==> src/rxaec_pkg.sv <==
package rxaec_pkg;
   localparam int          RXAEC_ADDR_W       = 6;
   localparam int          RXAEC_CNT_W        = 16;
   localparam logic [5:0]  RXAEC_OFF_COUNT    = 6'h00;
   localparam logic [5:0]  RXAEC_OFF_CLR      = 6'h04;
   localparam logic [5:0]  RXAEC_OFF_SET      = 6'h08;
   localparam logic [5:0]  RXAEC_OFF_INV      = 6'h0C;
   localparam logic [5:0]  RXAEC_OFF_FRAME    = 6'h10;
   localparam logic [15:0] RXAEC_COUNT_RESET  = 16'h0000;
   localparam logic [1:0]  RXAEC_RESP_OKAY    = 2'h0;
   localparam logic [1:0]  RXAEC_RESP_SLVERR  = 2'h2;
   localparam int          RXAEC_BYTE_BITS    = 8;

   typedef enum logic [1:0]
   {
      RXAEC_OP_WRITE  = 2'h0,
      RXAEC_OP_CLEAR  = 2'h1,
      RXAEC_OP_SET    = 2'h2,
      RXAEC_OP_INVERT = 2'h3
   } rxaec_op_t;

   typedef struct packed
   {
      logic        valid;
      logic        fcs_bad;
      logic [2:0]  bit_residue;
      logic        is_tx;
   } rxaec_frame_t;

   typedef struct packed
   {
      logic                    en;
      rxaec_op_t               op;
      logic [15:0]             data;
      logic [1:0]              strb;
   } rxaec_wr_t;
endpackage

==> src/rxaec_counter.sv <==
`timescale 1ns/1ps
`default_nettype none
module rxaec_counter
   import rxaec_pkg::*;
#(
   parameter int CNT_W = RXAEC_CNT_W
)
(
   input  wire logic             clk_in,
   input  wire logic             rst_in,
   input  wire logic             inc_in,
   input  wire logic             rd_clear_in,
   input  wire rxaec_wr_t        wr_in,
   output var  logic [CNT_W-1:0] count_out
);
   logic [CNT_W-1:0] base;
   logic [CNT_W-1:0] mask;
   logic [CNT_W-1:0] next_count;

   always_comb
   begin
      mask = {CNT_W{1'b0}};
      for (int i = 0; i < CNT_W; i++)
      begin
         mask[i] = wr_in.strb[i / RXAEC_BYTE_BITS];
      end
      base = count_out;
      if (rd_clear_in)
      begin
         base = {CNT_W{1'b0}};
      end
      if (wr_in.en)
      begin
         unique case (wr_in.op)
            RXAEC_OP_WRITE:  base = (base & ~mask) | (wr_in.data & mask);
            RXAEC_OP_CLEAR:  base = base & ~(wr_in.data & mask);
            RXAEC_OP_SET:    base = base | (wr_in.data & mask);
            RXAEC_OP_INVERT: base = base ^ (wr_in.data & mask);
         endcase
      end
      // The increment is applied after any clear so no event is lost.
      next_count = base + {{(CNT_W-1){1'b0}}, inc_in};
   end

   always_ff @(posedge clk_in)
   begin
      if (rst_in)
      begin
         count_out <= CNT_W'(RXAEC_COUNT_RESET);
      end
      else
      begin
         count_out <= next_count;
      end
   end
endmodule
`default_nettype wire

==> src/rxaec_top.sv <==
// Operation
// - 16-bit readable writable count, zero at reset
// - Add one per flagged misaligned frame
// - Misaligned means bad FCS and a nonzero bit residue (1 to 7 leftover bits)
// - Only receive frames add to the count
// - Read of offset 0x00 clears unless byte lanes 0/1 off
// - Upper sixteen bits read zero, ignore writes
//
// Local design decisions: the register addresses and the AXI4-Lite slave port.
`timescale 1ns/1ps
`default_nettype none
module rxaec_top
   import rxaec_pkg::*;
(
   input  wire logic                    REF_CLK_IN,
   input  wire logic                    RST_IN,
   input  wire rxaec_frame_t            FRAME_IN,
   input  wire logic [RXAEC_ADDR_W-1:0] S_AXI_AWADDR_IN,
   input  wire logic                    S_AXI_AWVALID_IN,
   output var  logic                    S_AXI_AWREADY_OUT,
   input  wire logic [31:0]             S_AXI_WDATA_IN,
   input  wire logic [3:0]              S_AXI_WSTRB_IN,
   input  wire logic                    S_AXI_WVALID_IN,
   output var  logic                    S_AXI_WREADY_OUT,
   output var  logic [1:0]              S_AXI_BRESP_OUT,
   output var  logic                    S_AXI_BVALID_OUT,
   input  wire logic                    S_AXI_BREADY_IN,
   input  wire logic [RXAEC_ADDR_W-1:0] S_AXI_ARADDR_IN,
   input  wire logic                    S_AXI_ARVALID_IN,
   output var  logic                    S_AXI_ARREADY_OUT,
   input  wire logic [3:0]              S_AXI_ARSTRB_IN,
   output var  logic [31:0]             S_AXI_RDATA_OUT,
   output var  logic [1:0]              S_AXI_RRESP_OUT,
   output var  logic                    S_AXI_RVALID_OUT,
   input  wire logic                    S_AXI_RREADY_IN,
   output var  logic [RXAEC_CNT_W-1:0]  COUNT_OUT
);
   logic                    aw_held;
   logic [RXAEC_ADDR_W-1:0] aw_addr;
   logic                    w_held;
   logic [31:0]             w_data;
   logic [3:0]              w_strb;
   logic                    do_write;
   logic                    wr_hit;
   logic                    do_read;
   logic                    rd_clear;
   logic                    frame_misaligned;
   logic [RXAEC_CNT_W-1:0]  count;
   rxaec_wr_t               wr;

   function automatic logic rxaec_is_reg(input logic [RXAEC_ADDR_W-1:0] a);
      rxaec_is_reg = (a == RXAEC_OFF_COUNT) || (a == RXAEC_OFF_CLR)
                  || (a == RXAEC_OFF_SET) || (a == RXAEC_OFF_INV);
   endfunction

   // Misaligned: bad FCS on a receive frame with leftover bits.
   assign frame_misaligned = FRAME_IN.valid && !FRAME_IN.is_tx
                          && FRAME_IN.fcs_bad
                          && (FRAME_IN.bit_residue != 3'h0);

   always_ff @(posedge REF_CLK_IN)
   begin
      if (RST_IN)
      begin
         aw_held <= 1'b0;
         aw_addr <= {RXAEC_ADDR_W{1'b0}};
      end
      else if (do_write)
      begin
         aw_held <= 1'b0;
      end
      else if (S_AXI_AWVALID_IN && !aw_held)
      begin
         aw_held <= 1'b1;
         aw_addr <= S_AXI_AWADDR_IN;
      end
   end

   always_ff @(posedge REF_CLK_IN)
   begin
      if (RST_IN)
      begin
         w_held <= 1'b0;
         w_data <= 32'h00000000;
         w_strb <= 4'h0;
      end
      else if (do_write)
      begin
         w_held <= 1'b0;
      end
      else if (S_AXI_WVALID_IN && !w_held)
      begin
         w_held <= 1'b1;
         w_data <= S_AXI_WDATA_IN;
         w_strb <= S_AXI_WSTRB_IN;
      end
   end

   assign do_write = aw_held && w_held && !S_AXI_BVALID_OUT;
   assign wr_hit   = rxaec_is_reg({aw_addr[RXAEC_ADDR_W-1:2], 2'b00});

   always_comb
   begin
      wr.en   = do_write && wr_hit;
      wr.data = w_data[RXAEC_CNT_W-1:0];
      wr.strb = w_strb[1:0];
      unique case (aw_addr[3:2])
         2'h1:    wr.op = RXAEC_OP_CLEAR;
         2'h2:    wr.op = RXAEC_OP_SET;
         2'h3:    wr.op = RXAEC_OP_INVERT;
         default: wr.op = RXAEC_OP_WRITE;
      endcase
   end

   always_ff @(posedge REF_CLK_IN)
   begin
      if (RST_IN)
      begin
         S_AXI_AWREADY_OUT <= 1'b0;
         S_AXI_WREADY_OUT  <= 1'b0;
         S_AXI_BVALID_OUT  <= 1'b0;
         S_AXI_BRESP_OUT   <= RXAEC_RESP_OKAY;
      end
      else
      begin
         S_AXI_AWREADY_OUT <= !aw_held && !S_AXI_AWREADY_OUT
                           && S_AXI_AWVALID_IN;
         S_AXI_WREADY_OUT  <= !w_held && !S_AXI_WREADY_OUT
                           && S_AXI_WVALID_IN;
         if (do_write)
         begin
            S_AXI_BVALID_OUT <= 1'b1;
            S_AXI_BRESP_OUT  <= wr_hit ? RXAEC_RESP_OKAY : RXAEC_RESP_SLVERR;
         end
         else if (S_AXI_BREADY_IN)
         begin
            S_AXI_BVALID_OUT <= 1'b0;
         end
      end
   end

   assign do_read  = S_AXI_ARVALID_IN && S_AXI_ARREADY_OUT;
   assign rd_clear = do_read
                  && ({S_AXI_ARADDR_IN[RXAEC_ADDR_W-1:2], 2'b00}
                      == RXAEC_OFF_COUNT)
                  && (S_AXI_ARSTRB_IN[1:0] != 2'b00);

   always_ff @(posedge REF_CLK_IN)
   begin
      if (RST_IN)
      begin
         S_AXI_ARREADY_OUT <= 1'b0;
         S_AXI_RVALID_OUT  <= 1'b0;
         S_AXI_RDATA_OUT   <= 32'h00000000;
         S_AXI_RRESP_OUT   <= RXAEC_RESP_OKAY;
      end
      else
      begin
         S_AXI_ARREADY_OUT <= !S_AXI_ARREADY_OUT && !S_AXI_RVALID_OUT
                           && S_AXI_ARVALID_IN;
         if (do_read)
         begin
            S_AXI_RVALID_OUT <= 1'b1;
            unique case ({S_AXI_ARADDR_IN[RXAEC_ADDR_W-1:2], 2'b00})
               RXAEC_OFF_COUNT, RXAEC_OFF_CLR, RXAEC_OFF_SET, RXAEC_OFF_INV:
               begin
                  S_AXI_RDATA_OUT <= {16'h0000, count};
                  S_AXI_RRESP_OUT <= RXAEC_RESP_OKAY;
               end
               default:
               begin
                  S_AXI_RDATA_OUT <= 32'h00000000;
                  S_AXI_RRESP_OUT <= RXAEC_RESP_SLVERR;
               end
            endcase
         end
         else if (S_AXI_RREADY_IN)
         begin
            S_AXI_RVALID_OUT <= 1'b0;
         end
      end
   end

   rxaec_counter #(
      .CNT_W (RXAEC_CNT_W)
   ) u_counter (
      .clk_in      (REF_CLK_IN),
      .rst_in      (RST_IN),
      .inc_in      (frame_misaligned),
      .rd_clear_in (rd_clear),
      .wr_in       (wr),
      .count_out   (count)
   );

   always_ff @(posedge REF_CLK_IN)
   begin
      if (RST_IN)
      begin
         COUNT_OUT <= RXAEC_COUNT_RESET;
      end
      else
      begin
         COUNT_OUT <= count;
      end
   end
endmodule
`default_nettype wire

==> config.mk <==
export PLATFORM = sky130hd
export DESIGN_NAME = rxaec_top
export DESIGN_NICKNAME = d
export VERILOG_FILES = /design/src/rxaec_pkg.sv /design/src/rxaec_counter.sv /design/src/rxaec_top.sv
export SDC_FILE = /design/constraint.sdc
export NUM_CORES = 1
export LEC_CHECK = 0
export BUFFER_PORTS_ARGS = -buffer_cell sky130_fd_sc_hd__clkbuf_2
export CORE_ASPECT_RATIO = 2
export CORE_MARGIN = 5
export CORE_UTILIZATION = 40
export DETAILED_ROUTE_END_ITERATION = 10
export GPL_TIMING_DRIVEN = 0
export PLACE_DENSITY = 0.65
export SLEW_MARGIN = 20
export SYNTH_ARGS = -nofsm -noshare
export SYNTH_HDL_FRONTEND = slang
export SYNTH_SLANG_ARGS = --single-unit
==> constraint.sdc <==
create_clock -name REF_CLK_IN -period 7.9 [get_ports REF_CLK_IN]
set_input_delay 1.58 -clock REF_CLK_IN [delete_from_list [all_inputs] [get_ports REF_CLK_IN]]
set_output_delay 1.58 -clock REF_CLK_IN [all_outputs]
set_load 0.01 [all_outputs]
* After elaboration in Yosys (flattened, before gate mapping)
Index checks and enable logic that the tools add are counted.
W data, S select, Z words.
** Storage, ports and cells
- Register bits after elaboration :: 99
- Input bits :: 65
- Output and inout bits :: 57
- Logic and storage cells :: 87
** Operators by class
- Add/sub/neg operators :: 1
- Eq/ne operators :: 12
- Muxes and demuxes :: 11
- Bitwise gates (word level) :: 9
- Reduce and logical (&&, ||, !) cells :: 39
** Operators by type and width (count)
- $pmux W16 S4 :: 1
- $and A16 B16 Y16 :: 3
- $mux W16 :: 3
- $not A16 Y16 :: 2
- $or A16 B16 Y16 :: 2
- $logic_and A1 B1 Y1 :: 17
- $add A16 B1 Y16 :: 1
- $eq A4 B2 Y1 const B :: 4
- $xor A16 B16 Y16 :: 1
- $eq A2 B2 Y1 const B :: 4
- $eq A4 B1 Y1 const B :: 2
- $logic_not A1 Y1 :: 8
- $logic_not A4 Y1 :: 2
- $pmux W2 S3 :: 1
- $reduce_bool A2 Y1 :: 3
- $eq A2 B1 Y1 const B :: 2
- $mux W1 :: 4
- $mux W2 :: 2
- $reduce_and A2 Y1 :: 2
- $reduce_or A4 Y1 :: 1
- $logic_or A1 B1 Y1 :: 3
- $reduce_bool A3 Y1 :: 1
- $logic_not A2 Y1 :: 1
- $reduce_or A2 Y1 :: 1
- $not A1 Y1 :: 1

* Longest topological paths before layout
Gate-level depths: netlist of the first run.
- Depth in word-level cells :: 9
- Mapped depth :: 16

* Hierarchy
A second synthesis of the first run with hierarchy kept.
** Second synthesis, totals
- Cells, all modules :: 436
- Area, all modules :: 3928.8 um^2
** Modules (own cells, without submodules)
- rxaec_top :: instances 1, cells an instance 218, area each 2175.8 um^2, sequential area each 1261.2 um^2
- rxaec_counter :: instances 1, cells an instance 218, area each 1752.9 um^2, sequential area each 320.3 um^2

* Worst setup path after synthesis of the first run
Ideal clock, no wire load.
- Kind :: in2reg
- Start :: input port S_AXI_ARADDR_IN[4]
- End :: register u_counter.count_out[13]
- Arrival time :: 4.480 ns
- Data required time :: 7.777 ns
- Setup slack :: 3.297 ns
- Stages on the path :: 14
- Cell sequence :: and4bb_2 -> nand3_2 -> buf_4 -> clkbuf_1 -> clkbuf_1 -> and2_1 -> ha_1 -> nand2b_1 -> a32oi_2 -> o211ai_2 -> a221oi_4 -> nand2_4 -> nor4_1 -> mux2_1
** On the way
- Longest elaborated chain between the ends :: 9
- Elaborated cells on any way between the ends :: 12
** RTL lines
- start, declared :: line rxaec_top.sv:28 : input wire logic [RXAEC_ADDR_W-1:0] S_AXI_ARADDR_IN,
- $logic_not A4 Y1 (*) :: line rxaec_top.sv:144 : && ({S_AXI_ARADDR_IN[RXAEC_ADDR_W-1:2], 2'b00}
- $logic_and A1 B1 Y1 (*) :: line rxaec_top.sv:144
- $logic_and A1 B1 Y1 (*) :: line rxaec_top.sv:146 : && (S_AXI_ARSTRB_IN[1:0] != 2'b00);
- $mux W16 (*) :: line rxaec_counter.sv:28 : if (rd_clear_in)
- $and A16 B16 Y16 :: line rxaec_counter.sv:35 : RXAEC_OP_WRITE: base = (base & ~mask) | (wr_in.data & mask);
- $or A16 B16 Y16 :: line rxaec_counter.sv:35
- $pmux W16 S4 :: line rxaec_counter.sv:34 : unique case (wr_in.op)
- $mux W16 (*) :: line rxaec_counter.sv:32 : if (wr_in.en)
- $add A16 B1 Y16 (*) :: line rxaec_counter.sv:42 : next_count = base + {{(CNT_W-1){1'b0}}, inc_in};
- end signal, assigned :: line rxaec_counter.sv:49 : count_out <= CNT_W'(RXAEC_COUNT_RESET);
- end signal, assigned :: line rxaec_counter.sv:53 : count_out <= next_count;
- end, declared :: line rxaec_counter.sv:14 : output var logic [CNT_W-1:0] count_out
Mark *: on every way between the ends. The rest lies on a longest branch, timed or not.
A chain may end at the register's enable or synchronous reset.

* Worst setup path after layout of the first run
- Start :: input port S_AXI_ARVALID_IN
- End :: register u_counter.count_out[13]
** On the way
- Longest elaborated chain between the ends :: 9
- Elaborated cells on any way between the ends :: 12
** RTL lines
- start, declared :: line rxaec_top.sv:29 : input wire logic S_AXI_ARVALID_IN,
- $logic_and A1 B1 Y1 (*) :: line rxaec_top.sv:142 : assign do_read = S_AXI_ARVALID_IN && S_AXI_ARREADY_OUT;
- $logic_and A1 B1 Y1 (*) :: line rxaec_top.sv:144
- $logic_and A1 B1 Y1 (*) :: line rxaec_top.sv:146
- $mux W16 (*) :: line rxaec_counter.sv:28
- $and A16 B16 Y16 :: line rxaec_counter.sv:35
- $or A16 B16 Y16 :: line rxaec_counter.sv:35
- $pmux W16 S4 :: line rxaec_counter.sv:34
- $mux W16 (*) :: line rxaec_counter.sv:32
- $add A16 B1 Y16 (*) :: line rxaec_counter.sv:42
Marks and branches as above.

==> results of run 1 <==
## synth_stat cells, types with 4 or more instances
library cell and instances:
dfxtp_1 79, nand2_1 74, a21oi_1 29, nor2_1 23
buf_4 21, nor2b_1 21, and2_1 20, ha_1 18
nand3_1 18, a22o_1 16, clkbuf_1 16, nand2b_1 14
a32oi_1 12, buf_2 7, mux2i_1 7, nor3_1 7
o211ai_1 7, o21ai_0 7, inv_1 6, nand4_1 5
xnor2_1 5, a31oi_1 4, buf_1 4, o221ai_1 4
o221ai_2 4
## state kept, by name, summed over array words and instances (netlist names)
| register | flops |
|---|---|
| COUNT_OUT | 16 |
| S_AXI_ARREADY_OUT | 1 |
| S_AXI_AWREADY_OUT | 1 |
| S_AXI_BRESP_OUT | 1 |
| S_AXI_BVALID_OUT | 1 |
| S_AXI_RDATA_OUT | 16 |
| S_AXI_RRESP_OUT | 1 |
| S_AXI_RVALID_OUT | 1 |
| S_AXI_WREADY_OUT | 1 |
| aw_addr | 4 |
| aw_held | 1 |
| u_counter.count_out | 16 |
| w_data | 16 |
| w_held | 1 |
| w_strb | 2 |
## layout by cell type, fill, tap and decap left out, types with 5 or more instances in the layout
cell | Yosys | routed
nand3_1 | 18 | 18
nor2_1 | 23 | 23
clkbuf_2 | 0 | 78
nand2b_1 | 14 | 14
clkbuf_16 | 0 | 9
nand4_1 | 5 | 5
dfxtp_1 | 79 | 79
ha_1 | 18 | 18
clkbuf_1 | 16 | 17
nor3_1 | 7 | 7
nand2_1 | 74 | 74
a22o_1 | 16 | 16
o21ai_0 | 7 | 7
a21oi_1 | 29 | 29
conb_1 | 1 | 18
and2_1 | 20 | 20
buf_2 | 7 | 7
inv_1 | 6 | 6
xnor2_1 | 5 | 5
o211ai_1 | 7 | 7
a32oi_1 | 12 | 12
mux2i_1 | 7 | 7
buf_4 | 21 | 21
nor2b_1 | 21 | 21
## layout make-up
class / count / area [µm²]
repair buffers: 78 / 390.4
plain buffers: 50 / 290.3
clock buffers: 10 / 229.0
well taps: 135 / 168.9
fillers: 1043 / 5099
clock inverters: 4 / 25.02
flip-flops and latches: 79 / 1582
multi-input cells: 361 / 2344
inverters: 6 / 22.52
## report_power, final
group,internal [mW],leakage (nW),switching (mW)
Combinational,0.0441,1.36,0.0627
Clock,0.208,0.120,0.152
Sequential,0.412,0.642,0.0100
## per-stage QoR
| stage | area, µm² | setup slack [ns] | hold WS (ns) | utilization |
|---|---|---|---|---|
| after floorplan | 4238 | 3.297 | 0.4317 | - |
| after global placement | 4797 | 2.449 | 0.4136 | 0.4726 |
| after detailed placement | 4797 | 2.354 | 0.4117 | 0.4726 |
| after CTS | 5051 | 2.692 | 0.4265 | 0.4977 |
| after global routing | 5051 | 2.437 | 0.4561 | 0.4977 |
| final | 5051 | 2.661 | 0.4268 | 0.4977 |
## worst max-delay path, stage by stage
cell and delay (ns):
clkbuf_2 0.11, and4bb_2 0.29, nand3_2 0.15, buf_4 0.21, clkbuf_1 0.44, clkbuf_1 0.41, and2_1 0.21, ha_1 0.22
nand2b_1 0.16, a32oi_2 0.25, o211ai_2 0.14, a221oi_4 0.45, nand2_4 0.12, nor4_1 0.34, mux2_1 0.36
## logic make-up after synthesis
logic type      synth area share
compound gates            0.1954
xor+xnor                 0.01049
fa+ha+maj                0.05396
buf+inv                  0.07494
flops                     0.3789
mux                      0.01948
other cells            0.0008984
simple gates              0.2659
## layer usage
metal	vias up	wire (µm)	GRT usage
li1	1879	-	-
met3	22	662	0.03492
met1	1790	4055	0.1936
met4	0	280	0.07607
met5	-	0	0
met2	152	6172	0.3400
## worst max-delay path by stage
stage / start / endpoint / slack, ns / cells past startpoint
after floorplan: S_AXI_ARADDR_IN[4] / u_counter.count_out[13]$_SDFF_PP0_ / 3.30 / 14
after detailed placement: S_AXI_ARVALID_IN / u_counter.count_out[13]$_SDFF_PP0_ / 2.35 / 15
final: S_AXI_ARVALID_IN / u_counter.count_out[13]$_SDFF_PP0_ / 2.66 / 15
after global routing: S_AXI_ARVALID_IN / u_counter.count_out[13]$_SDFF_PP0_ / 2.44 / 15
after global placement: S_AXI_ARVALID_IN / u_counter.count_out[13]$_SDFF_PP0_ / 2.45 / 15
after CTS: S_AXI_ARVALID_IN / u_counter.count_out[13]$_SDFF_PP0_ / 2.69 / 15
==> metrics, run 1 <==
CTS HTree Levels=3; CP Class=input port to flip-flop; hold-critical path depth=1; leakage power=~2.1 nW; die area=between 0.01 and 0.015 mm²; Resize count post-CTS=0; Routed Antenna Nets=0; CP Max Fanout=10; initial drt markers=267; hold crit path type=flip-flop to flip-flop; Synth area leader=dfxtp_1; reg2reg path depth=14; Post-Layout Cell Count=723; Max Clock Skew=0.005733 ns; CTS buffer count=9; Max Root-Sink Buffers=2; largest net degree at the start of global routing=13; First-pass DRT Iterations=5; crit end category=flip-flop; CTS tree=built; post-CTS setup buffer count=0; area grow syn2layout=21.01%; DR WL/cell=15.45 µm; flop and latch count out of synthesis=79; worst hold path endpoint=S_AXI_AWREADY_OUT$_SDFF_PP0_; antenna violations before repair=0; Worst-Margin Slew=around 0.63 ns; worst reg2reg startpoint=S_AXI_ARREADY_OUT$_SDFF_PP0_; Pwr Total=0.8881 mW; I/O pin total=122; Die H=154.5 µm; Max Freq=~190 MHz; Clock Root Buffer=clkbuf_16; maximum vdd drop=0.1027 mV; RSZ-0062 raised after global routing=no; layout cell share with drive strength beyond 1=0.2432; wirelength, routed=11.17 mm; IO buf count=78; sequential share of the synthesized area=0.3789; setup TNS=0 ns; Max Transition Viols Final=0; gpl congestion=0.8566; register-to-register setup slack=3.67 ns; Tcrit/Tclk final=0.6632; Hold Buf Count CTS=0; via count=3,843; Final Critical Period=5.239 ns; Initial Util=0.4112; Worst slew margin=0.5832; final net count=668; hold path startpoint=S_AXI_AWREADY_OUT$_SDFF_PP0_; Remaining DRCs=0; Synth Area per Inst=slightly below 9 µm²; Clock Sinks=between 70 and 80; Synth Warn #=0; Worst-Skew Late Latency=0.33 ns; core area=0.01015 mm²; final setup fails=0; cell area after synthesis=around 0.0042 mm²; share of the synthesized area in the top cell type=0.3789; number of global-route vias before repair=about 3,900; GRT Residual Overflow=0; Die Wd=approximately 82 µm; top cells by area, synth=dfxtp_1, nand2_1, ha_1; Cells after DPL=709; Final Hold Viols=0; status=complete, no violations; ANT cells=0; CTS clk-pin slew, worst paths=around 0.060 ns; Gate Count Post-Synth=around 480; Post-synth top flop=dfxtp_1; dpl hpwl=9.006 mm; critical path required time=slightly above 8 ns; Worst Setup Start Kind=input port; first-pass GRT wire length=approximately 18 mm; drt via density=5.315; CP Data Arrival Time=5.46 ns; Cell variety after synth=64; post-synthesis async set-or-reset flop share=0; pwr dens=approximately 180 mW/mm²; Cell Rows=52; Post-synth EDFFs=0; reg-to-reg critical path endpoint=u_counter.count_out[13]$_SDFF_PP0_; Max Cap Violations=0; total track usage=0.1839
No activity file was read; power rests on OpenSTA's default activity.
==> run 2: changes to the inputs <==
--- a/config.mk
+++ b/config.mk
@@ -5,13 +5,14 @@
 export SDC_FILE = /design/constraint.sdc
 export NUM_CORES = 1
 export LEC_CHECK = 0
+export ABC_AREA = 1
 export BUFFER_PORTS_ARGS = -buffer_cell sky130_fd_sc_hd__clkbuf_2
 export CORE_ASPECT_RATIO = 2
 export CORE_MARGIN = 5
 export CORE_UTILIZATION = 40
 export DETAILED_ROUTE_END_ITERATION = 10
 export GPL_TIMING_DRIVEN = 0
-export PLACE_DENSITY = 0.65
+export PLACE_DENSITY = 0.68
 export SLEW_MARGIN = 20
 export SYNTH_ARGS = -nofsm -noshare
 export SYNTH_HDL_FRONTEND = slang
==> constraint.sdc (replaced) <==
create_clock -name REF_CLK_IN -period 4.6 [get_ports REF_CLK_IN]
set_input_delay 0.92 -clock REF_CLK_IN [delete_from_list [all_inputs] [get_ports REF_CLK_IN]]
set_output_delay 0.92 -clock REF_CLK_IN [all_outputs]
set_load 0.01 [all_outputs]
==> run 2 against run 1 <==
Net effect:
- combinational power is 110% higher
- sequential share of layout area is 0.19 points lower
- first-iteration DRC count is 36% lower
- critical path type unchanged
- highest routed layer unchanged
==> metrics, run 2 <==
status=complete, no violations; layout cell share with drive strength beyond 1=0.2402; Synth Area per Inst=7.224 µm²; hold path startpoint=S_AXI_WREADY_OUT$_SDFF_PP0_; CTS HTree Levels=3; post-synthesis async set-or-reset flop share=0; Cell Rows=52; I/O pin total=122; Initial Util=0.4093; Hold Buf Count CTS=0; dpl hpwl=8.649 mm; maximum vdd drop=roughly 0.2 mV; Net Sw Frac=0.2696; leakage power=2.516 nW; initial drt markers=170; sequential cell area=0.001582 mm²; total track usage=0.1826; CP Max Fanout=9; Die H=154.1 µm; flop and latch count out of synthesis=79; Routed Antenna Nets=0; Resize count post-CTS=0; cell area after synthesis=0.004154 mm²; Combinational Power Share=0.135; Worst-Margin Slew=0.6802 ns; commonest non-fill, non-tap cell in the layout=nand2_1; First-pass DRT Iterations=4; Multi-input gate area=0.002135 mm²; Max Transition Viols Final=0; top cells by area, synth=dfxtp_1, nand2_1, nor2_1; Gate Count Post-Synth=around 580; Psw=0.4509 mW; CTS clk-pin slew, worst paths=0.06 ns; CP Data Arrival Time=3.43 ns; Synth area leader=dfxtp_1; Internal=1.222 mW; gpl congestion=between 0.9 and 1; hold slack=0.4232 ns; CTS tree=built; GRT Residual Overflow=0; Max Root-Sink Buffers=2; Post-synth top flop=dfxtp_1; share of the synthesized area in the top cell type=0.3807; # fillers=1,043; core area=0.01015 mm²; Clock Root Buffer=clkbuf_16; final net count=between 700 and 800; post-CTS setup buffer count=0; Worst slew margin=0.5465; Cell variety after synth=35; clock share of power=0.426; wirelength, routed=between 10 and 15 mm; Die Wd=82.06 µm; sequential share of the synthesized area=0.3807; RSZ-0062 raised after global routing=no; Max Clock Skew=roughly 0.0056 ns; most frequent cells after synthesis=nand2_1, nor2_1, dfxtp_1, inv_1, o21ai_0; Max Freq=316.0 MHz; ANT cells=0; crit end category=flip-flop; hold crit path type=flip-flop to flip-flop; most frequent cells in the layout=nand2_1, nor2_1, dfxtp_1, clkbuf_2, inv_1; die area=about 0.013 mm²; antenna violations before repair=0; Tcrit/Tclk final=0.6879; Synth Warn #=0; area grow syn2layout=22.32%; final setup fails=0; first-pass GRT wire length=18.04 mm; CP Class=input port to flip-flop; setup TNS=0 ns; Worst Setup Start Kind=input port; worst reg2reg startpoint=S_AXI_ARREADY_OUT$_SDFF_PP0_; via count=3,782; Final Critical Period=3.164 ns; Remaining DRCs=0; Worst-Skew Late Latency=0.34 ns; Crit. Startpoint=S_AXI_ARVALID_IN; number of global-route vias before repair=3,926; IO buf count=between 70 and 80; DR WL/cell=12.77 µm; CTS buffer count=9; pwr dens=329.2 mW/mm²; Final Hold Viols=0; largest net degree at the start of global routing=15; Clock Sinks=79; Post-synth EDFFs=0; critical path required time=4.86 ns; drt via density=roughly 4.6; Max Cap Violations=0; sequential share of power=0.439; most frequent cell after synthesis=nand2_1
[run 2: through the flow]
stage	power [mW]	cell area [µm²]	setup WS (ns)	cells	util
floorplan	0.9081	4218	1.495	592	-
global placement	0.9689	4782	1.141	806	0.4712
detailed placement	0.9762	4782	1.086	806	0.4712
CTS	1.683	5081	1.425	822	0.5006
global route	1.755	5081	1.197	822	0.5006
finish	1.673	5081	1.436	822	0.5006
[run 2: final timing paths]
path                                                            to  slack (ns)  cells past startpoint
worst min register to register         S_AXI_WREADY_OUT$_SDFF_PP0_        0.42                      1
worst max-delay path            u_counter.count_out[10]$_SDFF_PP0_        1.44                     18
worst min-delay path                   S_AXI_WREADY_OUT$_SDFF_PP0_        0.42                      1
worst max register to register  u_counter.count_out[10]$_SDFF_PP0_        1.71                     17
[run 2: worst max-delay path, stage by stage]
cell and delay, ns:
clkbuf_2 0.13, nand2_4 0.12, nor2_8 0.24, nand2_8 0.09
inv_4 0.11, nor2_1 0.08, ha_1 0.29, a21oi_1 0.14
o211ai_1 0.10, nand2_1 0.07, ha_1 0.21, ha_1 0.24
nand2_4 0.08, nor2_4 0.18, nand2_4 0.10, inv_1 0.08
nand3_1 0.08, a21oi_1 0.15
[run 2: area by class of cell]
cell class / count / area share
buffer: 40 / 0.05023
clock buffer: 10 / 0.04506
clock inverter: 6 / 0.01379
inverter: 65 / 0.04851
multi-input combinational: 408 / 0.4201
sequential: 79 / 0.3113
tap: 135 / 0.03324
timing repair buffer: 79 / 0.07781
[run 2: logic make-up (layout without fill, tap and decap cells)]
family	after synthesis	count (layout)	synth area share
AND/OR/NAND/NOR	287	287	0.3142
buffers and inverters	105	200	0.1208
AO/OA/AOI/OAI	85	85	0.1292
flip-flops	79	79	0.3807
adder cells (fa/ha/maj)	18	18	0.05422
other	1	18	0.0009027
[run 2: power groups by stage]
stage               Clock [mW]  Sequential (mW)  Combinational, mW
floorplan                    0            0.749              0.159
global placement             0            0.748              0.220
detailed placement           0            0.750              0.227
CTS                      0.720            0.735              0.228
global route             0.753            0.740              0.262
finish                   0.712            0.735              0.226
[run 2: per-layer routing]
layer | routed length (µm) | part of all wire | vias up | track usage
met1 | 3766 | 0.36 | 1645 | 0.1837
met3 | 527 | 0.050 | 24 | 0.03513
met2 | 5899 | 0.56 | 101 | 0.3443
li1 | - | - | 2012 | -
met5 | 0 | 0 | - | 0
met4 | 303 | 0.029 | 0 | 0.08082
